==> src/design/sbpc_consts.vh <==
// Constants for the serial bus pin control block.
// Included by the design files by bare name; definitions only.
`ifndef SBPC_CONSTS_VH
`define SBPC_CONSTS_VH

// Register offsets (byte addresses)
`define SBPC_OFS_DDC 16'h5010
`define SBPC_OFS_AUX 16'h5014
// Address width of the register port
`define SBPC_AW 16
// Field positions of the lower pin; upper pin sits 8 bits higher
`define SBPC_BIT_DIR_MASK 0
`define SBPC_BIT_DIR_VAL 1
`define SBPC_BIT_DAT_MASK 2
`define SBPC_BIT_DAT_VAL 3
`define SBPC_BIT_DAT_IN 4
`define SBPC_UPPER_SHIFT 5'h08
// Reset values of stored fields
`define SBPC_RST_BIT 1'b0
`define SBPC_RST_WORD 32'h0000_0000
// Number of pins
`define SBPC_NPINS 4

`endif

==> src/design/sbpc_pin_sync.v <==
// Three-stage synchroniser for one pin input level.
// Assumes an asynchronous pin; output changes once stages 2 and 3 agree.
`timescale 1ns/100ps
`include "sbpc_consts.vh"

module sbpc_pin_sync
(
    // Clock and reset
    input wire clk,
    input wire rst_n,
    // Pin level in, filtered level out
    input wire pin_in,
    output reg level
);

    // First stage is read only by the second stage
    reg stage1;
    // Second and third stage compared for agreement
    reg stage2;
    reg stage3;

    // Shift the pin through and update on agreement
    always @(posedge clk or negedge rst_n)
    begin
        if (!rst_n)
        begin
            stage1 <= `SBPC_RST_BIT;
            stage2 <= `SBPC_RST_BIT;
            stage3 <= `SBPC_RST_BIT;
            level <= `SBPC_RST_BIT;
        end
        else
        begin
            stage1 <= pin_in;
            stage2 <= stage1;
            stage3 <= stage2;
            // Agreement guards against a single metastable glitch
            if (stage2 == stage3)
            begin
                level <= stage3;
            end
        end
    end

endmodule

==> src/design/sbpc_top.v <==
// Serial bus pin control: two registers steering four pins.
// Assumes a simple strobe register port on clk; pins are asynchronous.
//
// The address-and-strobe port was chosen for this implementation.
`timescale 1ns/100ps
`include "sbpc_consts.vh"

module sbpc_top
(
    // Clock and reset
    input wire clk,
    input wire rst_n,
    // Register port
    input wire [15:0] addr,
    input wire [31:0] wdata,
    input wire wr,
    input wire rd,
    output reg [31:0] rdata,
    // Monitor bus clock pin
    input wire monitor_bus_clock_pin_in,
    output reg monitor_bus_clock_pin_out,
    output reg monitor_bus_clock_pin_oe,
    // Monitor bus data pin
    input wire monitor_bus_data_pin_in,
    output reg monitor_bus_data_pin_out,
    output reg monitor_bus_data_pin_oe,
    // Encoder bus clock pin
    input wire encoder_bus_clock_pin_in,
    output reg encoder_bus_clock_pin_out,
    output reg encoder_bus_clock_pin_oe,
    // Encoder bus data pin
    input wire encoder_bus_data_pin_in,
    output reg encoder_bus_data_pin_out,
    output reg encoder_bus_data_pin_oe
);

    // Stored output values, index 0..3 = ddc clk, ddc data, aux clk, aux data
    reg [`SBPC_NPINS-1:0] out_val;
    // Stored directions, one means driving
    reg [`SBPC_NPINS-1:0] dir_val;
    // Synchronised pin levels
    wire [`SBPC_NPINS-1:0] pin_level;
    // Raw pin inputs gathered
    wire [`SBPC_NPINS-1:0] pin_raw;
    // Write decode per pin
    reg [`SBPC_NPINS-1:0] pin_sel;
    // Next read word
    reg [31:0] next_rdata;
    // Loop index of the write process
    integer i;
    // Loop index of the read process; a shared index would have two drivers
    integer j;

    // Pins gathered in register order, lower pin of each register first
    assign pin_raw = {encoder_bus_data_pin_in, encoder_bus_clock_pin_in,
                      monitor_bus_data_pin_in, monitor_bus_clock_pin_in};

    // Bit offset of a pin's field within its register
    function [4:0] field_base;
        input integer pin;
        begin
            if (pin % 2 == 1)
            begin
                field_base = `SBPC_UPPER_SHIFT;
            end
            else
            begin
                field_base = 5'h00;
            end
        end
    endfunction

    // Register hit for a pin; the lower half of the pins sit in the first
    // register, so a write to one register never touches the other
    function reg_hit;
        input [15:0] adr;
        input integer pin;
        begin
            if (pin < `SBPC_NPINS / 2)
            begin
                reg_hit = (adr == `SBPC_OFS_DDC);
            end
            else
            begin
                reg_hit = (adr == `SBPC_OFS_AUX);
            end
        end
    endfunction

    // One synchroniser per pin for the input bits
    // Data-in bits lag the pin by four to five clocks through the filter
    genvar g;
    generate
        for (g = 0; g < `SBPC_NPINS; g = g + 1)
        begin : g_sync
            sbpc_pin_sync u_sync
            (
                .clk(clk),
                .rst_n(rst_n),
                .pin_in(pin_raw[g]),
                .level(pin_level[g])
            );
        end
    endgenerate

    // Register select per pin from the address
    always @*
    begin
        pin_sel[0] = reg_hit(addr, 0);
        pin_sel[1] = reg_hit(addr, 1);
        pin_sel[2] = reg_hit(addr, 2);
        pin_sel[3] = reg_hit(addr, 3);
    end

    // Masked writes of value and direction; a field whose mask is zero
    // keeps its stored bit, so software can turn one line at a time
    always @(posedge clk or negedge rst_n)
    begin
        if (!rst_n)
        begin
            // Every pin an input with a low value after reset
            out_val <= {`SBPC_NPINS{`SBPC_RST_BIT}};
            dir_val <= {`SBPC_NPINS{`SBPC_RST_BIT}};
        end
        else if (wr)
        begin
            for (i = 0; i < `SBPC_NPINS; i = i + 1)
            begin
                // Mask bits are strobes only, never stored
                if (pin_sel[i] &&
                    wdata[field_base(i) + `SBPC_BIT_DAT_MASK])
                begin
                    // Value bit taken only beside its mask
                    out_val[i] <=
                        wdata[field_base(i) + `SBPC_BIT_DAT_VAL];
                end
                if (pin_sel[i] &&
                    wdata[field_base(i) + `SBPC_BIT_DIR_MASK])
                begin
                    // Direction bit taken only beside its mask
                    dir_val[i] <=
                        wdata[field_base(i) + `SBPC_BIT_DIR_VAL];
                end
            end
        end
    end

    // Read word assembly; unmapped addresses read zero
    // Reserved bits are never stored, so they need no clearing here
    always @*
    begin
        next_rdata = `SBPC_RST_WORD;
        for (j = 0; j < `SBPC_NPINS; j = j + 1)
        begin
            if (pin_sel[j])
            begin
                // Mask bits stay zero; they are strobes only
                next_rdata[field_base(j) + `SBPC_BIT_DAT_IN] =
                    pin_level[j];
                next_rdata[field_base(j) + `SBPC_BIT_DAT_VAL] = out_val[j];
                next_rdata[field_base(j) + `SBPC_BIT_DIR_VAL] = dir_val[j];
            end
        end
    end

    // Read data register; stands only in the cycle after the strobe
    always @(posedge clk or negedge rst_n)
    begin
        if (!rst_n)
        begin
            rdata <= `SBPC_RST_WORD;
        end
        else if (rd)
        begin
            rdata <= next_rdata;
        end
        else
        begin
            // Zero outside the answer cycle keeps the bus quiet
            rdata <= `SBPC_RST_WORD;
        end
    end

    // Pin drivers registered; writes reach the pin one cycle later.
    // The extra cycle keeps every pin output straight from a flop, so
    // no decode glitch ever reaches the bus lines.
    always @(posedge clk or negedge rst_n)
    begin
        if (!rst_n)
        begin
            monitor_bus_clock_pin_out <= `SBPC_RST_BIT;
            monitor_bus_clock_pin_oe <= `SBPC_RST_BIT;
            monitor_bus_data_pin_out <= `SBPC_RST_BIT;
            monitor_bus_data_pin_oe <= `SBPC_RST_BIT;
            encoder_bus_clock_pin_out <= `SBPC_RST_BIT;
            encoder_bus_clock_pin_oe <= `SBPC_RST_BIT;
            encoder_bus_data_pin_out <= `SBPC_RST_BIT;
            encoder_bus_data_pin_oe <= `SBPC_RST_BIT;
        end
        else
        begin
            // Value gated by direction so an input pin shows nothing
            monitor_bus_clock_pin_out <= out_val[0] & dir_val[0];
            monitor_bus_clock_pin_oe <= dir_val[0];
            monitor_bus_data_pin_out <= out_val[1] & dir_val[1];
            monitor_bus_data_pin_oe <= dir_val[1];
            encoder_bus_clock_pin_out <= out_val[2] & dir_val[2];
            encoder_bus_clock_pin_oe <= dir_val[2];
            encoder_bus_data_pin_out <= out_val[3] & dir_val[3];
            encoder_bus_data_pin_oe <= dir_val[3];
        end
    end

endmodule

==> config.mk <==
export PLATFORM = sky130hd
export DESIGN_NAME = sbpc_top
export DESIGN_NICKNAME = d
export VERILOG_FILES = /design/src/design/sbpc_pin_sync.v /design/src/design/sbpc_top.v
export VERILOG_INCLUDE_DIRS = /design/src /design/src/design
export SDC_FILE = /design/constraint.sdc
export NUM_CORES = 1
export LEC_CHECK = 0
export BUFFER_PORTS_ARGS = -buffer_cell sky130_fd_sc_hd__buf_2
export CAP_MARGIN = 25
export CORE_ASPECT_RATIO = 1.1
export CORE_MARGIN = 3
export CORE_UTILIZATION = 45
export CTS_BUF_LIST = sky130_fd_sc_hd__clkbuf_2 sky130_fd_sc_hd__clkbuf_4 sky130_fd_sc_hd__clkbuf_8
export DETAILED_ROUTE_END_ITERATION = 12
export PLACE_DENSITY = 0.87
export SYNTH_ARGS = -nofsm -noshare
export SYNTH_HDL_FRONTEND = slang
export SYNTH_SLANG_ARGS = --single-unit
==> constraint.sdc <==
create_clock -name clk -period 1.95 [get_ports clk]
set_input_delay 0.0975 -clock clk [delete_from_list [all_inputs] [get_ports clk]]
set_output_delay 0.0975 -clock clk [all_outputs]
set_load 0.005 [all_outputs]
# Word level (Yosys, flattened, before mapping)
# Index checks and enable logic that the tools add are counted.
# word_totals
mem_bits_rw,0
register_bits,64
inputBits,56
latch_bits,0
word_cells,216
n_memories,0
output_inout_bits,40
romBits,0
# op_classes
multipliers,0
shift,0
div_mod_pow,0
order_cmp,36
reduce_logical,28
bitwise_logic,5
mux,86
add_sub_neg,22
n_eq_ne,6
# ops
operator,count
$bwmux 32,11
$mux 32,5
$lt 6x6->1 const B,22
$mux 5,22
$ge 6x1->1 const B,12
$add 5x2->6 const B,10
$bmux 1 s5,12
$demux 1 s5,12
$add 5x1->6 const B,8
$and 32x32->32,1
$eq 16x15->1 const B,2
$add 5x3->6 const B,4
$mux 1,24
$logic_and 1x1->1,20
$reduce_and 2->1,8
$lt 5x6->1 const B,2
$and 1x1->1,4
$eq 1x1->1,4

# Longest topological paths before layout
# depth
word_depth,24
mapped_depth,5
mapped_depth_nobuf,4

# Cells and area by module
# A second synthesis with hierarchy kept.
# hier_totals
hier_cells,118
area_unflattened_um2,1582.8
# by_module_without_submodules
mod,instances,area_each_um2,seq_area_each_um2,cells_each
sbpc_top,1,1137.3,550.5,98
sbpc_pin_sync,4,111.4,100.1,5

# Worst setup path before layout
# Ideal clock, no wire load.
# synth_timing
path_kind,input to register
startpoint,input port addr[2]
endpoint,register dir_val[0]
path_stages,5
slack_ns,0.740
n_path_buf,1
setup_ns,0.127
t_required_ns,1.823
arrival_ns,1.082
cell_sequence,buf_6 -> nor4b_4 -> nand4_2 -> nor2_1 -> mux2_1
# synth_between
elab_chain_len,3
# synth_lines
element,line_no,source
start: declaration,sbpc_top.v:14,"input wire [15:0] addr,"
$eq 16x15->1 (no line),-,
$logic_and 1x1->1,sbpc_top.v:137,if (pin_sel[i] &&
$reduce_and 2->1 (no line),-,
end signal: assignment,sbpc_top.v:123,dir_val <= {`SBPC_NPINS{`SBPC_RST_BIT}};
end signal: indexed assignment,sbpc_top.v:141,dir_val[i] <=
end: declaration,sbpc_top.v:40,reg [`SBPC_NPINS-1:0] dir_val;
# Every way passes these cells.
# A chain may end at the register's enable or synchronous reset.

# Worst setup path in the final report
# layout_timing
startpoint,input port addr[2]
endpoint,register out_val[2]
# layout_between
elab_chain_len,3
# layout_lines
element,line_no,source
$eq 16x15->1 (no line),-,
$logic_and 1x1->1,sbpc_top.v:130,if (pin_sel[i] &&
$reduce_and 2->1 (no line),-,
end signal: assignment,sbpc_top.v:122,out_val <= {`SBPC_NPINS{`SBPC_RST_BIT}};
end signal: indexed assignment,sbpc_top.v:134,out_val[i] <=
end: declaration,sbpc_top.v:38,reg [`SBPC_NPINS-1:0] out_val;
# Every way passes these cells.

==> results.tsv <==
metric	value	unit
run status	finished, final reports clean	
largest net degree at the start of global routing	39	
VDD IR-drop max	0.000490	V
setup TNS	0	ns
vias per inst	4.30	
ANT nets after route	0	
top cells by count, synth	dfrtp_1, buf_4, nor2_1	
skew final	0.00548	ns
RD Place Congestion	0.691	
Post-synth EDFFs	0	
Slew Limit Fails	0	
CTS Buf Count	5	
Hold Crit Class	input port to flip-flop	
total track usage	14.7	%
Die Area	4300	sq um
Total Power	0.00145	W
max-cap violation count	0	
final hold violations	0	
WP buf/inv	1	
syn avg cell area	13.5	sq um
Post-route DRC	0	
# fillers	300	
cell count after synthesis	118	
RSZ-0062 raised after global routing	false	
max frequency	0.905	GHz
Setup crit start kind	input port	
Crit path max-delay family	simple AND/OR/NAND/NOR gates	
Initial Util	47.5	%
Pwr Density	749	nW/um^2
DIE HEIGHT	68.5	microns
ys async rst share	100	%
Layout area overhead	21.6	%
I/O pin total	96	
leakage power	1.02	nW
critical path type	input port to flip-flop	
synth warn	0	
unique cell type count in the Yosys netlist	17	
post-CTS resize count	0	
worst slew pin tran	0.780	ns
fin util	57.8	%
leading area contributor after synthesis	dfrtp_1	
Worst R2R Start	g_sync[1].u_sync.level	
CP arrival	1.35	ns
Post-DP HPWL	2.03	mm
register area	951	sq um
Worst Setup End Kind	flip-flop	
Most used DFF post-synth	dfrtp_1	
Netlist Area Pre-Place	1600	sq um
1st-pass router iterations	2	
Critical Path Fanout Max	8	
critical path depth	5	
post-synthesis sequential area ratio	59.6	%
delay of the slowest critical-path stage	0.32	ns
total gr overflow	0	
core area	3360	sq um
fin crit share	56.7	%
Row Count	22	
Critical Path RT	2.19	ns
Final min period	1.11	ns
PortBufs	45	
Reg2Reg Capture Point	g_sync[1].u_sync.level	
most common cell in the synthesized netlist	dfrtp_1	
initial DRC count	9	
CTS tree	done	
CTS clk-pin slew, worst paths	0.11	ns
crit-path cells	buf_2 > nor4bb_1 > nand4_1 > nor2_1 > mux2_1	
hold_sp	wdata[0]	
R2R Setup Slk	1.09	ns
# diodes	0	
Slew headroom	48.0	%
Post-CTS Setup Bufs	0	
vias in the first global route	987	
Root Buffer	clkbuf_4	
via count of the routed design	971	
hold_buf cts	9	
Final Setup Violations	0	
ranking of synthesized cells by area	dfrtp_1, buf_4, mux2_1, nor4b_4, mux2i_1	
Synth top area share	59.6	%
reg2reg path depth	1	
routed wire length	2.66	mm
number of nets in the layout	233	
Worst Hold Slack	0.156	ns
Worst path slowest cell	mux2_1	
Skew-Pair Late Insertion Delay	0.34	ns
Multi-input gate area	533	sq um
Routed wire per std cell	11.8	microns
H-tree depth	2	
clock buffer depth	2	
initial antenna violation count	0	
hold endpoint	dir_val[2]	
Sink Count	38	
share of layout cells above drive strength 1	32.6	%
register bit total from synthesis	38	
worst hold stages	4	
Die Wd	62.8	microns
global-route wire length before repair	4.49	mm
## routing by layer
layer  part of all wire (%)  track usage, %
met1                     39            15.4
met2                     49            25.7
met3                    8.7            5.42
met4                    2.7            9.09
met5                      0               0
## worst max path at each step
stage	slack [ns]	endpoint	start
CTS	0.87	out_val[2]	addr[2]
finish	0.84	out_val[2]	addr[2]
global route	0.71	dir_val[2]	addr[2]
global placement	0.49	dir_val[3]	addr[2]
floorplan	0.74	dir_val[0]	addr[2]
detailed placement	0.47	out_val[2]	addr[2]
## sequential cells by signal, summed over array words and instances (netlist names)
| name | cells |
|---|---|
| encoder_bus_clock_pin_out | 1 |
| dir_val | 4 |
| monitor_bus_data_pin_oe | 1 |
| g_sync.u_sync.stage3 | 4 |
| monitor_bus_clock_pin_out | 1 |
| out_val | 4 |
| g_sync.u_sync.stage2 | 4 |
| encoder_bus_clock_pin_oe | 1 |
| rdata | 6 |
| encoder_bus_data_pin_oe | 1 |
| monitor_bus_clock_pin_oe | 1 |
| monitor_bus_data_pin_out | 1 |
| encoder_bus_data_pin_out | 1 |
| g_sync.u_sync.level | 4 |
| g_sync.u_sync.stage1 | 4 |
## cell type report
type	instances	area share (%)
clock inverters	3	2.32
well taps	48	3.09
flip-flops and latches	38	49.0
multi-input cells	78	27.4
clock buffers	5	1.93
repair buffers	54	16.2
## power breakdown
part	total (W)	internal, W	switching, W
Sequential	0.000818	0.000808	0.00000926
Combinational	0.000113	0.0000530	0.0000601
Clock	0.000524	0.000269	0.000255
Total	0.00145	0.00113	0.000325
## through the flow
step / instances / setup WS (ns) / cell area [sq um]
after floorplan: 143 / 0.740 / 1690
after global placement: 209 / 0.495 / 1770
after detailed placement: 209 / 0.475 / 1770
after CTS: 226 / 0.869 / 1940
after global routing: 226 / 0.710 / 1940
final: 226 / 0.845 / 1940
## tightest hold or removal path: cells and delay by family
kind / cells / cell delay (ns)
buffers and inverters: 1 / 0.07
muxes: 1 / 0.14
and+or+nand+nor: 2 / 0.16
## kinds of logic (layout without fill, tap and decap cells)
family                     count (synthesis)  in the layout  share of synthesized area (%)
adders and majority gates                  4              4                           2.51
buffers and inverters                     27             62                           12.9
DFF                                       38             38                           59.6
muxes                                     14             14                           9.40
other                                      1             26                          0.235
and+or+nand+nor                           34             34                           15.4
## cell usage in the layout (no fill, tap or decap), types with 2 or more instances in the layout
master,n
buf_2,45
dfrtp_1,38
conb_1,26
nor2_1,14
dlygate4sd3_1,9
mux2_1,8
mux2i_1,6
clkbuf_4,5
and2_1,4
nand2_1,4
maj3_1,4
nor4b_4,3
nor4b_1,2
nor4bb_1,2
nand4_1,2
clkinvlp_4,2
Power figures use the tool's default switching activity.
